[src/rtl/tbcp_pkg.sv]
// Purpose: shared constants for the transmit command parser link
// Assumes: 32-bit data words, one clock
// Notes: field positions of both command words and status layout
package tbcp_pkg;
   localparam int unsigned WORD_W = 32;
   localparam int unsigned TAG_W = 16;
   localparam int unsigned LEN_W = 11;
   // first command word fields
   localparam int unsigned A_IOC_BIT = 31;
   localparam int unsigned A_RSV_HI = 30;
   localparam int unsigned A_RSV_LO = 26;
   localparam int unsigned A_ALIGN_HI = 25;
   localparam int unsigned A_ALIGN_LO = 24;
   localparam int unsigned A_OFS_HI = 20;
   localparam int unsigned A_OFS_LO = 16;
   localparam int unsigned A_FIRST_BIT = 13;
   localparam int unsigned A_LAST_BIT = 12;
   localparam int unsigned A_SIZE_HI = 10;
   localparam int unsigned A_SIZE_LO = 0;
   // second command word fields
   localparam int unsigned B_TAG_HI = 31;
   localparam int unsigned B_TAG_LO = 16;
   localparam int unsigned B_LEN_HI = 10;
   localparam int unsigned B_LEN_LO = 0;
   // end alignment encodings, in words
   localparam logic [1:0] ALIGN_4B = 2'h0;
   localparam logic [1:0] ALIGN_16B = 2'h1;
   localparam logic [1:0] ALIGN_32B = 2'h2;
   localparam logic [3:0] WORDS_16B = 4'h4;
   localparam logic [3:0] WORDS_32B = 4'h8;
   // controller register offsets (host side)
   localparam logic [3:0] REG_STATUS = 4'h0;
   localparam logic [3:0] REG_MASK = 4'h4;
   localparam logic [3:0] REG_DATA = 4'h8;
   localparam logic [3:0] REG_TAG = 4'hc;
   localparam logic [1:0] STATUS_RST = 2'h0;
   localparam logic [1:0] MASK_RST = 2'h0;
   typedef enum logic [1:0] {
      TBCP_CMD_A = 2'b00,
      TBCP_CMD_B = 2'b01,
      TBCP_BODY = 2'b11,
      TBCP_PAD = 2'b10
   } tbcp_state_t;
endpackage

[src/rtl/tbcp_if.sv]
// Purpose: word link from host writer to transmit fifo front end
// Assumes: single clock, writer never stalled
// Notes: done and error are one-cycle pulses from the device
`timescale 1ns/1ps
interface tbcp_if;
   logic wr;
   logic [31:0] wdata;
   logic done_pulse;
   logic err_pulse;
   modport device (input wr, input wdata, output done_pulse,
      output err_pulse);
   modport host (output wr, output wdata, input done_pulse,
      input err_pulse);
endinterface

[src/rtl/tbcp_device.sv]
// Purpose: parse two command words ahead of each buffer and pass payload
// Assumes: host keeps ordering and consistency across buffers
// Notes: payload bytes leave with byte enables; pads never leave
//
// Design decisions made here: the placing of the registers and the address-and-strobe port.
`timescale 1ns/1ps
// Operation
// RULE1 - host writes commands before buffer data
// RULE2 - two command words steer each buffer
// RULE3 - tag returned in packet status word
// RULE4 - host sends both words every buffer
// RULE5 - host repeats second word across packet
// RULE6 - differing second words raise transmit error
// RULE7 - completion bit raises buffer loaded flag
// RULE8 - host writes zero reserved bits
// RULE9 - end alignment pads discarded by device
// RULE10 - only payload words stored in fifo
// RULE11 - payload starts at data start offset
// RULE12 - tag sits in upper second word
// RULE13 - first, second word commands, then payload
module tbcp_device (
   input wire logic core_clk,
   input wire logic rst_b,
   tbcp_if.device link,
   output logic fifo_wr,
   output logic [31:0] fifo_data,
   output logic [3:0] fifo_be,
   output logic fifo_last,
   output logic status_wr,
   output logic [15:0] status_tag,
   output logic buffer_loaded_flag,
   output logic transmit_error_flag
);
   tbcp_pkg::tbcp_state_t state;
   tbcp_pkg::tbcp_state_t next_state;
   logic [31:0] cmd_a;
   logic [31:0] cmd_b;
   logic [31:0] pkt_b;
   logic in_pkt;
   logic [9:0] word_cnt;
   logic [9:0] total_words;
   logic [9:0] data_words;
   logic [1:0] lead_bytes;
   logic [1:0] tail_bytes;
   logic [2:0] skip_words;
   logic [10:0] body_end;
   logic a_wr;
   logic b_wr;
   logic d_wr;
   logic in_data;
   logic is_first_data;
   logic is_last_data;
   logic last_word;
   logic b_mismatch;
   logic [3:0] lead_be;
   logic [3:0] tail_be;
   logic pkt_restart;
   logic [31:0] next_pkt_b;
   logic empty_buf;
   logic buf_end;

   // body size in words; the reserved alignment code acts as 4-byte
   tbcp_align u_align (
      .size_bytes(cmd_a[tbcp_pkg::A_SIZE_HI:tbcp_pkg::A_SIZE_LO]),
      .offset_bytes(cmd_a[tbcp_pkg::A_OFS_HI:tbcp_pkg::A_OFS_LO]),
      .align_sel(cmd_a[tbcp_pkg::A_ALIGN_HI:tbcp_pkg::A_ALIGN_LO]),
      .total_words(total_words),
      .data_words(data_words)
   );

   // word role decode from the sequencer state
   assign a_wr = link.wr && (state == tbcp_pkg::TBCP_CMD_A); // see RULE13
   assign b_wr = link.wr && (state == tbcp_pkg::TBCP_CMD_B); // see RULE13
   assign d_wr = link.wr && ((state == tbcp_pkg::TBCP_BODY) ||
      (state == tbcp_pkg::TBCP_PAD));
   assign last_word = (word_cnt + 10'h001) >= total_words;
   assign lead_bytes = cmd_a[tbcp_pkg::A_OFS_LO+1:tbcp_pkg::A_OFS_LO];
   assign skip_words = cmd_a[tbcp_pkg::A_OFS_HI:tbcp_pkg::A_OFS_LO+2];
   assign body_end = cmd_a[tbcp_pkg::A_SIZE_HI:tbcp_pkg::A_SIZE_LO] +
      {9'h000, lead_bytes};
   assign tail_bytes = body_end[1:0];
   // words ahead of the offset and pads past the data are dropped
   assign in_data = (word_cnt >= {7'h00, skip_words}) &&
      (word_cnt < data_words); // see RULE11 see RULE10
   assign is_first_data = word_cnt == {7'h00, skip_words};
   assign is_last_data = (word_cnt + 10'h001) == data_words;
   // byte enables trim bytes before the offset and after the end
   assign lead_be = 4'hf << lead_bytes; // see RULE11
   assign tail_be = (tail_bytes == 2'h0) ? 4'hf :
      (4'hf >> (3'h4 - {1'b0, tail_bytes}));
   // mismatch of second word inside a running packet
   assign b_mismatch = b_wr && in_pkt &&
      (link.wdata != pkt_b); // see RULE6
   // reference second word; a first segment restarts it for later segments, but
   // its own second word is still checked against a packet cut short before it
   assign pkt_restart = b_wr && (!in_pkt || cmd_a[tbcp_pkg::A_FIRST_BIT]);
   assign next_pkt_b = pkt_restart ? link.wdata : pkt_b;
   // a zero-size buffer at offset 0 ends on its second command word
   assign empty_buf = b_wr && (total_words == 10'h000);
   assign buf_end = (d_wr && last_word) || empty_buf; // see RULE9

   // next state of the word sequencer
   always_comb begin
      next_state = state;
      case (state)
         tbcp_pkg::TBCP_CMD_A: begin
            if (link.wr) begin
               next_state = tbcp_pkg::TBCP_CMD_B;
            end
         end
         tbcp_pkg::TBCP_CMD_B: begin
            // an empty buffer has no body; next word is a new command
            if (link.wr) begin
               next_state = (total_words == 10'h000) ?
                  tbcp_pkg::TBCP_CMD_A : tbcp_pkg::TBCP_BODY;
            end
         end
         tbcp_pkg::TBCP_BODY: begin
            if (d_wr) begin
               if (last_word) begin
                  next_state = tbcp_pkg::TBCP_CMD_A;
               end else if ((word_cnt + 10'h001) >= data_words) begin
                  next_state = tbcp_pkg::TBCP_PAD; // see RULE9
               end
            end
         end
         tbcp_pkg::TBCP_PAD: begin
            // pads only advance the count; they never reach the fifo
            if (d_wr && last_word) begin
               next_state = tbcp_pkg::TBCP_CMD_A;
            end
         end
         default: next_state = tbcp_pkg::TBCP_CMD_A;
      endcase
   end

   // sequencer and word counter
   always_ff @(posedge core_clk or negedge rst_b) begin
      if (!rst_b) begin
         state <= tbcp_pkg::TBCP_CMD_A;
         word_cnt <= 10'h000;
      end else begin
         state <= next_state;
         if (b_wr) begin
            word_cnt <= 10'h000;
         end else if (d_wr) begin
            word_cnt <= word_cnt + 10'h001;
         end
      end
   end

   // command capture; packet context spans buffers until last segment
   always_ff @(posedge core_clk or negedge rst_b) begin
      if (!rst_b) begin
         cmd_a <= 32'h0000_0000;
         cmd_b <= 32'h0000_0000;
         pkt_b <= 32'h0000_0000;
         in_pkt <= 1'b0;
      end else begin
         if (a_wr) begin
            cmd_a <= link.wdata; // see RULE2
         end
         pkt_b <= next_pkt_b; // see RULE6
         if (b_wr) begin
            cmd_b <= link.wdata; // see RULE2
            in_pkt <= !cmd_a[tbcp_pkg::A_LAST_BIT];
         end
      end
   end

   // payload out, only kept words reach the fifo
   // data and enables load every cycle; only the strobe qualifies them
   always_ff @(posedge core_clk or negedge rst_b) begin
      if (!rst_b) begin
         fifo_wr <= 1'b0;
         fifo_data <= 32'h0000_0000;
         fifo_be <= 4'h0;
         fifo_last <= 1'b0;
      end else begin
         fifo_wr <= (state == tbcp_pkg::TBCP_BODY) && d_wr &&
            in_data; // see RULE10
         fifo_data <= link.wdata;
         fifo_be <= (is_first_data ? lead_be : 4'hf) &
            (is_last_data ? tail_be : 4'hf);
         fifo_last <= is_last_data && cmd_a[tbcp_pkg::A_LAST_BIT];
      end
   end

   // flags and status; done fires on last word incl. pads
   always_ff @(posedge core_clk or negedge rst_b) begin
      if (!rst_b) begin
         buffer_loaded_flag <= 1'b0;
         transmit_error_flag <= 1'b0;
         status_wr <= 1'b0;
         status_tag <= 16'h0000;
      end else begin
         buffer_loaded_flag <= cmd_a[tbcp_pkg::A_IOC_BIT] &&
            buf_end; // see RULE7
         transmit_error_flag <= b_mismatch; // see RULE6
         // status only once a packet's last segment has fully arrived
         status_wr <= buf_end && cmd_a[tbcp_pkg::A_LAST_BIT];
         status_tag <=
            next_pkt_b[tbcp_pkg::B_TAG_HI:tbcp_pkg::B_TAG_LO]; // see RULE3
      end
   end

   // the link carries the same pulses back into the host status
   assign link.done_pulse = buffer_loaded_flag;
   assign link.err_pulse = transmit_error_flag;
endmodule // tbcp_device

[src/rtl/tbcp_align.sv]
// Purpose: word count of a buffer body rounded up to its end alignment
// Assumes: byte size plus start offset fits in 12 bits
// Notes: pure combinational helper
`timescale 1ns/1ps
module tbcp_align (
   input wire logic [10:0] size_bytes,
   input wire logic [4:0] offset_bytes,
   input wire logic [1:0] align_sel,
   output logic [9:0] total_words,
   output logic [9:0] data_words
);
   logic [11:0] span;
   logic [9:0] raw;
   // bytes before the offset still occupy written words
   assign span = {1'b0, size_bytes} + {7'h00, offset_bytes};
   assign raw = 10'(({1'b0, span} + 13'h0003) >> 2);
   assign data_words = raw;
   // round up to 4 or 8 words; reserved code behaves as one word
   assign total_words = (align_sel == tbcp_pkg::ALIGN_16B) ?
      ((raw + 10'h003) & 10'h3fc) :
      (align_sel == tbcp_pkg::ALIGN_32B) ?
      ((raw + 10'h007) & 10'h3f8) : raw;
endmodule // tbcp_align

[src/flat_wrapper.sv]
// flat-port wrapper written by rule: the top's interface ports become plain ports
module tbcp_device_flat 
  (core_clk, rst_b, fifo_wr, fifo_data, fifo_be, fifo_last, status_wr, status_tag, buffer_loaded_flag, transmit_error_flag, link_wr, link_wdata, link_done_pulse, link_err_pulse);
  tbcp_if link_i ();
  input wire logic core_clk;
  input wire logic rst_b;
  output logic fifo_wr;
  output logic [31:0] fifo_data;
  output logic [3:0] fifo_be;
  output logic fifo_last;
  output logic status_wr;
  output logic [15:0] status_tag;
  output logic buffer_loaded_flag;
  output logic transmit_error_flag;
  input wire logic [$bits(link_i.wr)-1:0] link_wr;
  input wire logic [$bits(link_i.wdata)-1:0] link_wdata;
  output wire logic [$bits(link_i.done_pulse)-1:0] link_done_pulse;
  output wire logic [$bits(link_i.err_pulse)-1:0] link_err_pulse;
  assign link_i.wr = link_wr;
  assign link_i.wdata = link_wdata;
  assign link_done_pulse = link_i.done_pulse;
  assign link_err_pulse = link_i.err_pulse;
  tbcp_device u_core (.core_clk(core_clk), .rst_b(rst_b), .link(link_i), .fifo_wr(fifo_wr), .fifo_data(fifo_data), .fifo_be(fifo_be), .fifo_last(fifo_last), .status_wr(status_wr), .status_tag(status_tag), .buffer_loaded_flag(buffer_loaded_flag), .transmit_error_flag(transmit_error_flag));
endmodule
[config.mk]
export PLATFORM = sky130hd
export DESIGN_NAME = tbcp_device_flat
export DESIGN_NICKNAME = d
export VERILOG_FILES = /design/src/rtl/tbcp_pkg.sv /design/src/rtl/tbcp_if.sv /design/src/rtl/tbcp_device.sv /design/src/rtl/tbcp_align.sv /design/src/flat_wrapper.sv
export SDC_FILE = /design/constraint.sdc
export NUM_CORES = 1
export LEC_CHECK = 0
export ABC_AREA = 1
export ABC_CLOCK_PERIOD_IN_PS = 3800
export CORE_AREA = 4 4 120 122
export DETAILED_ROUTE_END_ITERATION = 12
export DIE_AREA = 0 0 124 126
export DONT_BUFFER_PORTS = 1
export PLACE_DENSITY_LB_ADDON = 0.12
export REMOVE_ABC_BUFFERS = 1
export SLEW_MARGIN = 40
export SYNTH_ARGS = -nofsm -noshare
export SYNTH_HDL_FRONTEND = slang
export SYNTH_SLANG_ARGS = --single-unit
[constraint.sdc]
create_clock -name core_clk -period 3.8 [get_ports core_clk]
set_input_delay 0.38 -clock core_clk [delete_from_list [all_inputs] [get_ports core_clk]]
set_output_delay 0.38 -clock core_clk [all_outputs]
set_load 0.005 [all_outputs]
Word-level counts from Yosys, hierarchy flattened
Cells that the tools add are included.
Cells by class
  $add $sub $neg: 7
  order comparisons: 4
  equal/unequal tests: 13
  shift-type cells: 2
  muxes and demuxes: 16
  bitwise gates (word level): 1
  reduce and logical (&&, ||, !) cells: 24
Operator list (count)
  $mux W10: 4
  $mux W32: 1
  $ne A32 B32 Y1: 1
  $ge A10 B10 Y1: 2
  $logic_and A1 B1 Y1: 14
  $mux W2: 7
  $add A11 B5 Y12: 1
  $add A12 B2 Y12 const B: 1
  $mux W4: 3
  $add A10 B1 Y10 const B: 1
  $add A10 B2 Y10 const B: 1
  $add A10 B3 Y10 const B: 1
  $eq A10 B10 Y1: 1
  $eq A10 B3 Y1: 1
  $ge A10 B3 Y1: 1
  $logic_not A10 Y1: 1
  $lt A10 B10 Y1: 1
  $pmux W2 S4: 1
  $eq A2 B2 Y1 const B: 3
  $ne A2 B2 Y1 const B: 3
  $reduce_and A5 Y1: 1
  $and A4 B4 Y4: 1
  $eq A2 B1 Y1 const B: 2
  $logic_not A2 Y1: 2
  other kinds (9): 12
Word-level totals
  bits in registers: 118
  input port bits: 35
  output and inout bits: 59
  word-level logic and storage cells: 80

Depth between registers and ports, before layout
Gate-level depths: netlist of the first run.
  depth in word-level cells: 9
  depth in mapped cells: 29
  mapped depth without buffers: 29

Modules after synthesis
From an unflattened synthesis of the first run, not the netlist that was laid out.
Unflattened totals
  cell total of the unflattened synthesis: 706
  area, all modules: 6154.7 um^2
Modules (own cells, without submodules)
  tbcp_device: instances 1, cells an instance 565, area an instance 5296.3 um^2, seq. area each 2677.6 um^2
  tbcp_align: instances 1, cells an instance 141, area an instance 858.3 um^2, seq. area each 0.0 um^2

Worst setup path after synthesis of the first run
Ideal clock, no wire load.
  kind: register -> register
  start: register u_core.cmd_a[17]
  end: register u_core.state[1]
  library setup time: 0.124 ns
  arrival time: 3.351 ns
  data required time: 3.676 ns
  setup slack: 0.325 ns
  stages on the path, launching flop included: 29
  path buffers: 0
  clock period less this slack: 3.475 ns
  cells stage by stage: dfrtp_1 -> inv_1 -> ha_1 -> nor2_4 -> inv_1 -> fa_1 -> inv_1 -> nand3_1 -> nand2_2 -> nand2_1 -> nand2_2 -> nand3_1 -> nor2_2 -> nand3_2 -> inv_1 -> nand2_2 -> nand2_2 -> inv_1 -> ha_1 -> nand2_1 -> nor2_1 -> a211oi_1 -> nand4_1 -> nor2_1 -> nand3_1 -> nand2_1 -> inv_1 -> nor2_1 -> a21oi_1
Between the ends
  longest elaborated chain between the ends: 9
  elaborated cells between the ends (all ways): 18
  classes of those cells: 4 x add/sub; 2 x order compare; 2 x eq/ne; 7 x mux; 3 x reduce/logical
Ends and longest elaborated chain
  start: declaration: RTL line tbcp_device.sv:36  | logic [31:0] cmd_a;
  start signal: assignment: RTL line tbcp_device.sv:161  | cmd_a <= link.wdata;
  $add A11 B5 Y12 *: RTL line tbcp_align.sv:15  | assign span = {1'b0, size_bytes} + {7'h00, offset_bytes};
  $add A12 B2 Y12 *: RTL line tbcp_align.sv:16  | assign raw = 10'(({1'b0, span} + 13'h0003) >> 2);
  $add A10 B3 Y10: RTL line tbcp_align.sv:22  | ((raw + 10'h007) & 10'h3f8) : raw;
  $mux W10: RTL line tbcp_align.sv:21  | (align_sel == tbcp_pkg::ALIGN_32B) ?
  $mux W10: RTL line tbcp_align.sv:19  | assign total_words = (align_sel == tbcp_pkg::ALIGN_16B) ?
  $ge A10 B10 Y1 or $logic_not A10 Y1 (tied branches): RTL line tbcp_device.sv:76, tbcp_device.sv:114
  $mux W2, or another cell as far along: RTL line tbcp_device.sv:120  | if (last_word) begin
  $mux W2, or another cell as far along: RTL line tbcp_device.sv:119  | if (d_wr) begin
  $pmux W2 S4 or $reduce_and A5 Y1 (tied branches)
  end signal: assignment: RTL line tbcp_device.sv:140  | state <= tbcp_pkg::TBCP_CMD_A;
  end signal: assignment: RTL line tbcp_device.sv:143  | state <= next_state;
  end: declaration: RTL line tbcp_device.sv:34  | tbcp_pkg::tbcp_state_t state;
Mark *: on every way between the ends. The rest lies on a longest branch, timed or not. The select of a mux whose other input is x is not followed.
A chain may end at the register's enable or synchronous reset.

Final worst setup path of the first run
  start: register u_core.cmd_a[20]
  end: register u_core.state[0]
Same word-level chain as after synthesis.

==> impl_metrics.csv, run 1 <==
group,metric,value,unit
run_status,status,"finished, final reports clean",
die,row_count,42,
hold_path,hold_depth,0,
placement,pre_cts_ws,-39.69,ps
timing,fin_crit,3603,ps
die,die_w,124,µm
setup_path,cpMostUsedCell,"nand2_2",
setup_path,crit_path_max_fanout,5,
pwr,power_density,881.3,nW/µm²
timing,setup_ws,197.4,ps
pwr,p_leak,3.267,nW
setup_path,path_delay_family,"simple AND/OR/NAND/NOR gates",
timing,tns,0,ps
drt,drt-wirelength-per-cell,15.16,µm
synthesis,yosys.area.top_type,"dfrtp_1",
synthesis,yosys_most_used_dff,"dfrtp_1",
hold_path,hold_start,"link_wdata[6]",
die,die_h,126,µm
final_layout,area_delta_synth_final,11.52,%
cts,cts_buffers,9,
synthesis,yosysWarnings,0,
synthesis,yosysTopAreaCellShare,45.74,%
global_routing,grt_max_degree,108,
setup_path,crit_type,"flip-flop to flip-flop",
global_routing,overflow,0,
pwr,swShare,44.19,%
hold_path,hp-class,"primary input to flip-flop",
final_layout,final_area,6529,µm²
drt,dr.pass1.iters,4,
timing,clock.fmax,0.2776,GHz
global_routing,grt_pass1_wl,21.32,mm
cts,htree_levels,3,
synthesis,synth_cell_types,39,
synthesis,synth_cells,663,
global_routing,antenna_found_initial,0,
die,ioPinCount,94,
pwr,ir_worst_vdd,0.3377,mV
timing,timing_hold_violations_final,0,
synthesis,mappedNetlistArea,5854,µm²
timing,slew_violations,0,
timing,timing.final.crit_share,94.81,%
global_routing,grt_use_total,17.38,%
cts,clk_latency,350,ps
setup_path,cpPeakStageDelay,430,ps
final_layout,final_nets,746,
synthesis,synth_area_leaders,"dfrtp_1 46%, ha_1 9.8%, nand2_1 9.0%",
setup_path,r2r-end,"u_core.state[0]$_DFFE_PN0P_",
synthesis,synth_most_common_cell,"nand2_1",
pwr,seq_power_share,31.1,%
setup_path,cp_data_arrival_time,3850,ps
timing,setup_viol,0,
synthesis,avgSynthCellArea,8.830,µm²
placement,routabilityCongestion,0.8425,
synthesis,synth_common_cells,"141 x nand2_1, 107 x dfrtp_1, 96 x inv_1",
drt,first_iter_violations,195,
hold_path,holdPathEnd,"u_core.fifo_data[6]$_DFF_PN0_",
pwr,clkPwrFrac,16.9,%
placement,post-dp-hpwl,9.771,mm
final_layout,diodes,0,
setup_path,reg2reg_slack,200,ps
setup_path,endpoint_kind,"flip-flop",
placement,placed_area,5989,µm²
setup_path,cp_data_required_time,4040,ps
setup_path,path_buf_inv,4,
drt,ant_nets,0,
synthesis,synth-edff-count,0,
cts,cts_sinks,107,
global_routing,grt_pass1_vias,4208,
cts,clk_pin_slew,70,ps
die,core,13190,µm²
setup_path,crit_path_top_delay_cell,"dfrtp_1",
timing,rsz0062_at_grt,"yes",
placement,portBuffers,0,
cts,clock_path_buffers,2,
drt,finalWirelength,12.81,mm
drt,drc,0,
cts,cts-root-buf,"clkbuf_16",
drt,vias_per_cell,4.916,
setup_path,reg2reg_from,"u_core.cmd_a[20]$_DFFE_PN0P_",
timing,slew-limit-headroom,57.04,%
pwr,combPwrFrac,52.0,%
timing,skew,6.453,ps
drt,vias,4154,
die,die_area,15620,µm²
synthesis,ys_ff_latch,107,
setup_path,start_kind,"flip-flop",
synthesis,ys_seq_area_share,45.74,%
cts,cts_tree,"yes",
pwr,p_switching,0.002542,W
synthesis,async_flop_share,100.0,%
run,drv_cap,0,
setup_path,r2r_cells,25,
final_layout,drive_gt1_share,16.74,%
pwr,intPower,0.003211,W
timing,tightestPinTransition,642.1,ps
die,initial_core_util,44.38,%
[worst reg2reg max path, stage by stage (launching register included)]
cell and delay [ps]:
dfrtp_1 430, ha_1 330, ha_2 330, nand2_1 120, inv_1 50, nand2_2 90, nand3_2 120, nand2_2 120
nand3_2 100, nor2_4 120, nand3_2 110, inv_2 80, nand2_4 60, nand2_2 80, inv_2 50, ha_4 240
nand2_2 70, nor2_1 40, a211oi_1 210, nand4_1 180, nor2_1 160, nand3_1 110, nand2_2 110, inv_2 40
nor2_2 100, a21oi_1 40
[placed cells by master (no fill, tap or decap), types with 9 or more instances in the layout]
cell type and instances:
nand2_1 134, dfrtp_1 107, inv_1 89, o21ai_0 58
ha_1 38, nor2_1 31, xnor2_1 21, nand2_2 20
nand3_1 14, a21oi_1 14, buf_4 14, nand4_1 10
xor2_1 9, clkbuf_16 9
[cell type report]
| class | instances | area [µm²] |
|---|---|---|
| inverter | 98 | 367.9 |
| multi-input combinational | 430 | 2781 |
| clock inverter | 5 | 66.31 |
| tap | 176 | 220.2 |
| sequential | 107 | 2678 |
| fill | 1259 | 6661 |
| timing repair buffer | 18 | 172.7 |
| clock buffer | 11 | 242.7 |
[logic make-up (layout without fill, tap and decap cells)]
| family | Yosys count | count (layout) | share of synthesized area [%] |
|---|---|---|---|
| and+or+nand+nor | 248 | 248 | 19.36 |
| buffers and inverters | 126 | 132 | 9.254 |
| DFF | 107 | 107 | 45.74 |
| AOI/OAI and AO/OA | 96 | 96 | 9.169 |
| adders and majority gates | 47 | 47 | 10.17 |
| xor gates and xnor gates | 31 | 31 | 4.766 |
| muxes | 8 | 8 | 1.539 |
[repair_timing]
item | in CTS | in global routing
hold buffers | 2 | 0
setup buffers | 2 | 6
hold endpoints to repair | 107 | 0
setup endpoints to repair | 2 | 4
gates resized for setup | 1 | 29
pin swaps | 3 | 23
[metrics by stage]
| stage | utilization (%) | hold slack [ps] | power [W] | std cells |
|---|---|---|---|---|
| 4_1_cts | 48.25 | 31.19 | 0.005650 | 839 |
| 2_1_floorplan | - | 84.41 | 0.003838 | 635 |
| 3_5_place_dp | 45.41 | 89.09 | 0.004571 | 819 |
| 3_3_place_gp | 45.16 | 88.52 | 0.004512 | 817 |
| 6_report | 49.50 | 50.38 | 0.005753 | 845 |
| 5_1_grt | 49.50 | 26.37 | 0.006353 | 845 |
[registers in the layout, indices dropped and copies added (netlist names), 2 cells and up]
signal / cells
u_core.state: 2
u_core.pkt_b: 32
u_core.fifo_be: 4
u_core.cmd_a: 21
u_core.fifo_data: 32
u_core.word_cnt: 10
[power by group through the flow]
stage	sequential (W)	clock, W	combinational, W
finish	0.00179	0.000973	0.00299
global route	0.00184	0.00106	0.00346
CTS	0.00179	0.00101	0.00285
detailed placement	0.00181	0	0.00277
global placement	0.00180	0	0.00271
floorplan	0.00172	0	0.00212
[metal layers]
layer | vias up | part of all wire [%] | track usage, %
met5 | - | 0 | 0
met4 | 0 | 1.6 | 5.735
met3 | 15 | 5.5 | 4.798
met2 | 77 | 47 | 26.85
met1 | 1945 | 46 | 23.64
li1 | 2117 | - | -
[how the worst max path moves through the flow]
stage	from	end	slack, ps	depth (start not counted)
2_1_floorplan	u_core.in_pkt$_DFFE_PN0P_	u_core.pkt_b[14]$_DFFE_PN0P_	130	3
3_3_place_gp	u_core.cmd_a[1]$_DFFE_PN0P_	u_core.state[1]$_DFFE_PN0P_	80	26
3_5_place_dp	u_core.cmd_a[1]$_DFFE_PN0P_	u_core.state[0]$_DFFE_PN0P_	-40	28
4_1_cts	u_core.cmd_a[1]$_DFFE_PN0P_	u_core.state[1]$_DFFE_PN0P_	40	28
5_1_grt	u_core.cmd_a[0]$_DFFE_PN0P_	u_core.state[0]$_DFFE_PN0P_	-90	26
6_report	u_core.cmd_a[20]$_DFFE_PN0P_	u_core.state[0]$_DFFE_PN0P_	200	25
No activity file was read; power rests on OpenSTA's default activity.
==> run 2: changes to the inputs <==
Settings changed: ABC_AREA 1 to 0, CORE_AREA 4 4 120 122 to 4 4 117 119, DIE_AREA 0 0 124 126 to 0 0 121 123.
==> run 2 against run 1 <==
- the run now ends with setup timing left
- global-route usage hardly changed
- sequential cell count is the same
- highest routed layer unchanged
- power rose by 21%
- critical endpoint is now u_core.state[1]$_DFFE_PN0P_
==> impl_metrics.csv, run 2 <==
group,metric,value,unit
final_layout,area_delta_synth_final,14.79,%
final_layout,final_common_cell,"dfrtp_1",
synthesis,yosysWarnings,0,
setup_path,reg2reg_slack,-40,ps
cts,cts_sinks,107,
synthesis,mappedNetlistArea,5559,µm²
synthesis,synth_fa_ha_area_share,10.71,%
synthesis,ys_ff_latch,107,
global_routing,overflow,0,
synthesis,yosys.area_share.xor_xnor,8.350,%
setup_path,crit_path_top_delay_cell,"or4_4",
synthesis,synth_common_cells,"107 x dfrtp_1, 46 x ha_1, 44 x xnor2_1",
placement,routabilityCongestion,0.8322,
setup_path,cpPeakStageDelay,450,ps
timing,slew-limit-headroom,45.51,%
cts,clk_pin_slew,80,ps
setup_path,worstPathCellList,"inv_2 -> ha_4 -> or2_4 -> fa_2 -> xnor2_2 -> inv_1 -> nand2_2 -> nand3b_1 -> a2111o_1 -> or4_4 -> o21a_1 -> ha_4 -> o21ai_2 -> nand2b_1 -> nand3_2 -> o21ai_2 -> a21boi_1 -> a211o_1",
cts,cts_buffers,9,
setup_path,r2r-end,"u_core.state[1]$_DFFE_PN0P_",
die,die_area,14880,µm²
final_layout,mostFrequentLayoutCells,"107 x dfrtp_1, 43 x xnor2_1, 42 x ha_1, 39 x buf_4, 32 x nand2_1",
timing,skew,13.77,ps
drt,drc,0,
final_layout,final_nets,594,
timing,clock.fmax,0.2606,GHz
die,ioPinCount,94,
timing,fin_crit,3837,ps
synthesis,yosys.area.top_type,"dfrtp_1",
timing,slew_violations,0,
synthesis,yosys-mux-area-fraction,9.296,%
global_routing,grt_use_total,17.42,%
cts,htree_levels,3,
drt,ant_nets,0,
synthesis,synth_area_leaders,"dfrtp_1 48%, ha_1 10%, xnor2_1 6.9%",
cts,clock_path_buffers,2,
drt,vias,3640,
setup_path,path_delay_family,"compound AO/OA/AOI/OAI gates",
global_routing,grt_max_degree,108,
synthesis,synth_cells,483,
setup_path,critPathCapture,"u_core.state[1]$_DFFE_PN0P_",
die,core,12570,µm²
setup_path,reg2reg_from,"u_core.cmd_a[17]$_DFFE_PN0P_",
synthesis,synth_top_family_by_area,"adder cells",
global_routing,grt_pass1_vias,3877,
pwr,p_leak,2.821,nW
timing,setup_ws,-37.15,ps
global_routing,antenna_found_initial,0,
setup_path,r2r_cells,18,
cts,cts_tree,"yes",
cts,cts-root-buf,"clkbuf_16",
final_layout,n_fill_cell,1144,
timing,timing.final.crit_share,101.0,%
timing,tightestPinTransition,809.9,ps
die,die_h,123,µm
pwr,ir_worst_vdd,0.6055,mV
die,row_count,41,
setup_path,cp_data_required_time,4050,ps
setup_path,crit_path_max_fanout,3,
timing,timing_hold_violations_final,0,
setup_path,path_depth,18,
pwr,power,0.006959,W
setup_path,start_kind,"flip-flop",
synthesis,avgSynthCellArea,11.51,µm²
run,drv_cap,0,
synthesis,synth_most_common_cell,"dfrtp_1",
final_layout,drive_gt1_share,21.71,%
setup_path,crit_type,"flip-flop to flip-flop",
pwr,power_density,1091,nW/µm²
timing,hold_ws,40.21,ps
final_layout,diodes,0,
die,die_w,121,µm
placement,post-dp-hpwl,8.918,mm
synthesis,async_flop_share,100.0,%
setup_path,cp_data_arrival_time,4090,ps
run_status,violations,"setup timing",
setup_path,cp-startpoint,"u_core.cmd_a[17]$_DFFE_PN0P_",
final_layout,final_area,6381,µm²
synthesis,yosysTopAreaCellShare,48.17,%
die,initial_core_util,44.23,%
run_status,status,"finished, violations left",
synthesis,synth-simple-area-share,10.04,%
hold_path,hp-class,"primary input to flip-flop",
global_routing,grt_pass1_wl,20.07,mm
synthesis,synth-edff-count,0,
cts,clk_latency,360,ps
synthesis,ys_seq_area_share,48.17,%
final_layout,reg.largest.list,"u_core.fifo_data x32, u_core.pkt_b x32, u_core.cmd_a x21",
setup_path,endpoint_kind,"flip-flop",
drt,vias_per_cell,5.291,
placement,placed_area,5896,µm²
synthesis,synth_cell_types,50,
setup_path,path_buf_inv,2,
drt,drt-wirelength-per-cell,17.60,µm
drt,dr.pass1.iters,4,
drt,first_iter_violations,163,
synthesis,synth_compound_area_share,9.386,%
drt,finalWirelength,12.11,mm
timing,setup_viol,2,
timing,rsz0062_at_grt,"yes",
synthesis,yosys_most_used_dff,"dfrtp_1",
placement,portBuffers,0,
==> run 2: cells by family after synthesis <==
group,count (synthesis)
muxes,46
AOI/OAI and AO/OA,82
DFF,107
and+or+nand+nor,106
adders and majority gates,47
buffers and inverters,42
xor gates and xnor gates,53
==> run 2: worst min-delay path by stage <==
stage | start | end | slack (ps) | cells past startpoint
detailed placement | rst_b | u_core.word_cnt[2]$_DFFE_PN0P_ | 90 | 0
finish | link_wdata[8] | u_core.fifo_data[8]$_DFF_PN0_ | 40 | 0
CTS | link_wdata[25] | u_core.fifo_data[25]$_DFF_PN0_ | 20 | 0
global route | link_wdata[2] | u_core.fifo_data[2]$_DFF_PN0_ | 20 | 0
global placement | rst_b | u_core.word_cnt[1]$_DFFE_PN0P_ | 90 | 0
floorplan | rst_b | u_core.buffer_loaded_flag$_DFF_PN0_ | 80 | 0
==> run 2: layer usage <==
layer | global-route usage (%) | up-vias | wire [µm]
li1 | - | 1747 | -
met1 | 22.65 | 1814 | 5417
met2 | 28.34 | 67 | 6066
met3 | 5.032 | 12 | 474
met4 | 5.312 | 0 | 148
met5 | 0 | - | 0
==> run 2: area by class of cell <==
class	instances	area, µm²	area share (%)
Timing Repair Buffer	44	371.6	5.824
Clock inverter	5	46.29	0.7255
Clock buffer	10	239.0	3.745
Multi-Input combinational cell	334	2771	43.43
Tap cell	172	215.2	3.373
Inverter	16	60.06	0.9412
Sequential cell	107	2678	41.96
==> run 2: worst reg2reg max path: stages, from the launching register on <==
cell and delay [ps]:
dfrtp_1 390, inv_2 80, ha_4 200, or2_4 230, fa_2 380, xnor2_2 150
inv_1 80, nand2_2 70, nand3b_1 100, a2111o_1 410, or4_4 450, o21a_1 220
ha_4 270, o21ai_2 50, nand2b_1 90, nand3_2 70, o21ai_2 150, a21boi_1 80
a211o_1 260
==> run 2: per-stage QoR <==
step,setup slack [ps],TNS [ps],std cells,utilization (%)
2_1_floorplan,-507.4,-1325,457,-
3_3_place_gp,-334.4,-1112,661,46.67
3_5_place_dp,-436.4,-1552,663,46.91
4_1_cts,-131.9,-449.9,687,50.19
5_1_grt,-179.0,-648.8,688,50.77
6_report,-37.15,-42.76,688,50.77
==> run 2: power breakdown <==
group | internal [W] | switching [W] | leakage, nW | total, W
clock | 0.000469 | 0.000445 | 0.138 | 0.000914
combinational | 0.00218 | 0.00202 | 1.40 | 0.00420
sequential | 0.00149 | 0.000355 | 1.29 | 0.00185
total | 0.00414 | 0.00282 | 2.82 | 0.00696
==> run 2: what timing repair did <==
action                     4_1_cts  5_1_grt
setup endpoints to repair        4        4
hold endpoints to repair       107        0
hold buffers                     2        0
pin swaps                        9        9
buffers inserted                 7        2
gates resized for setup         12       14
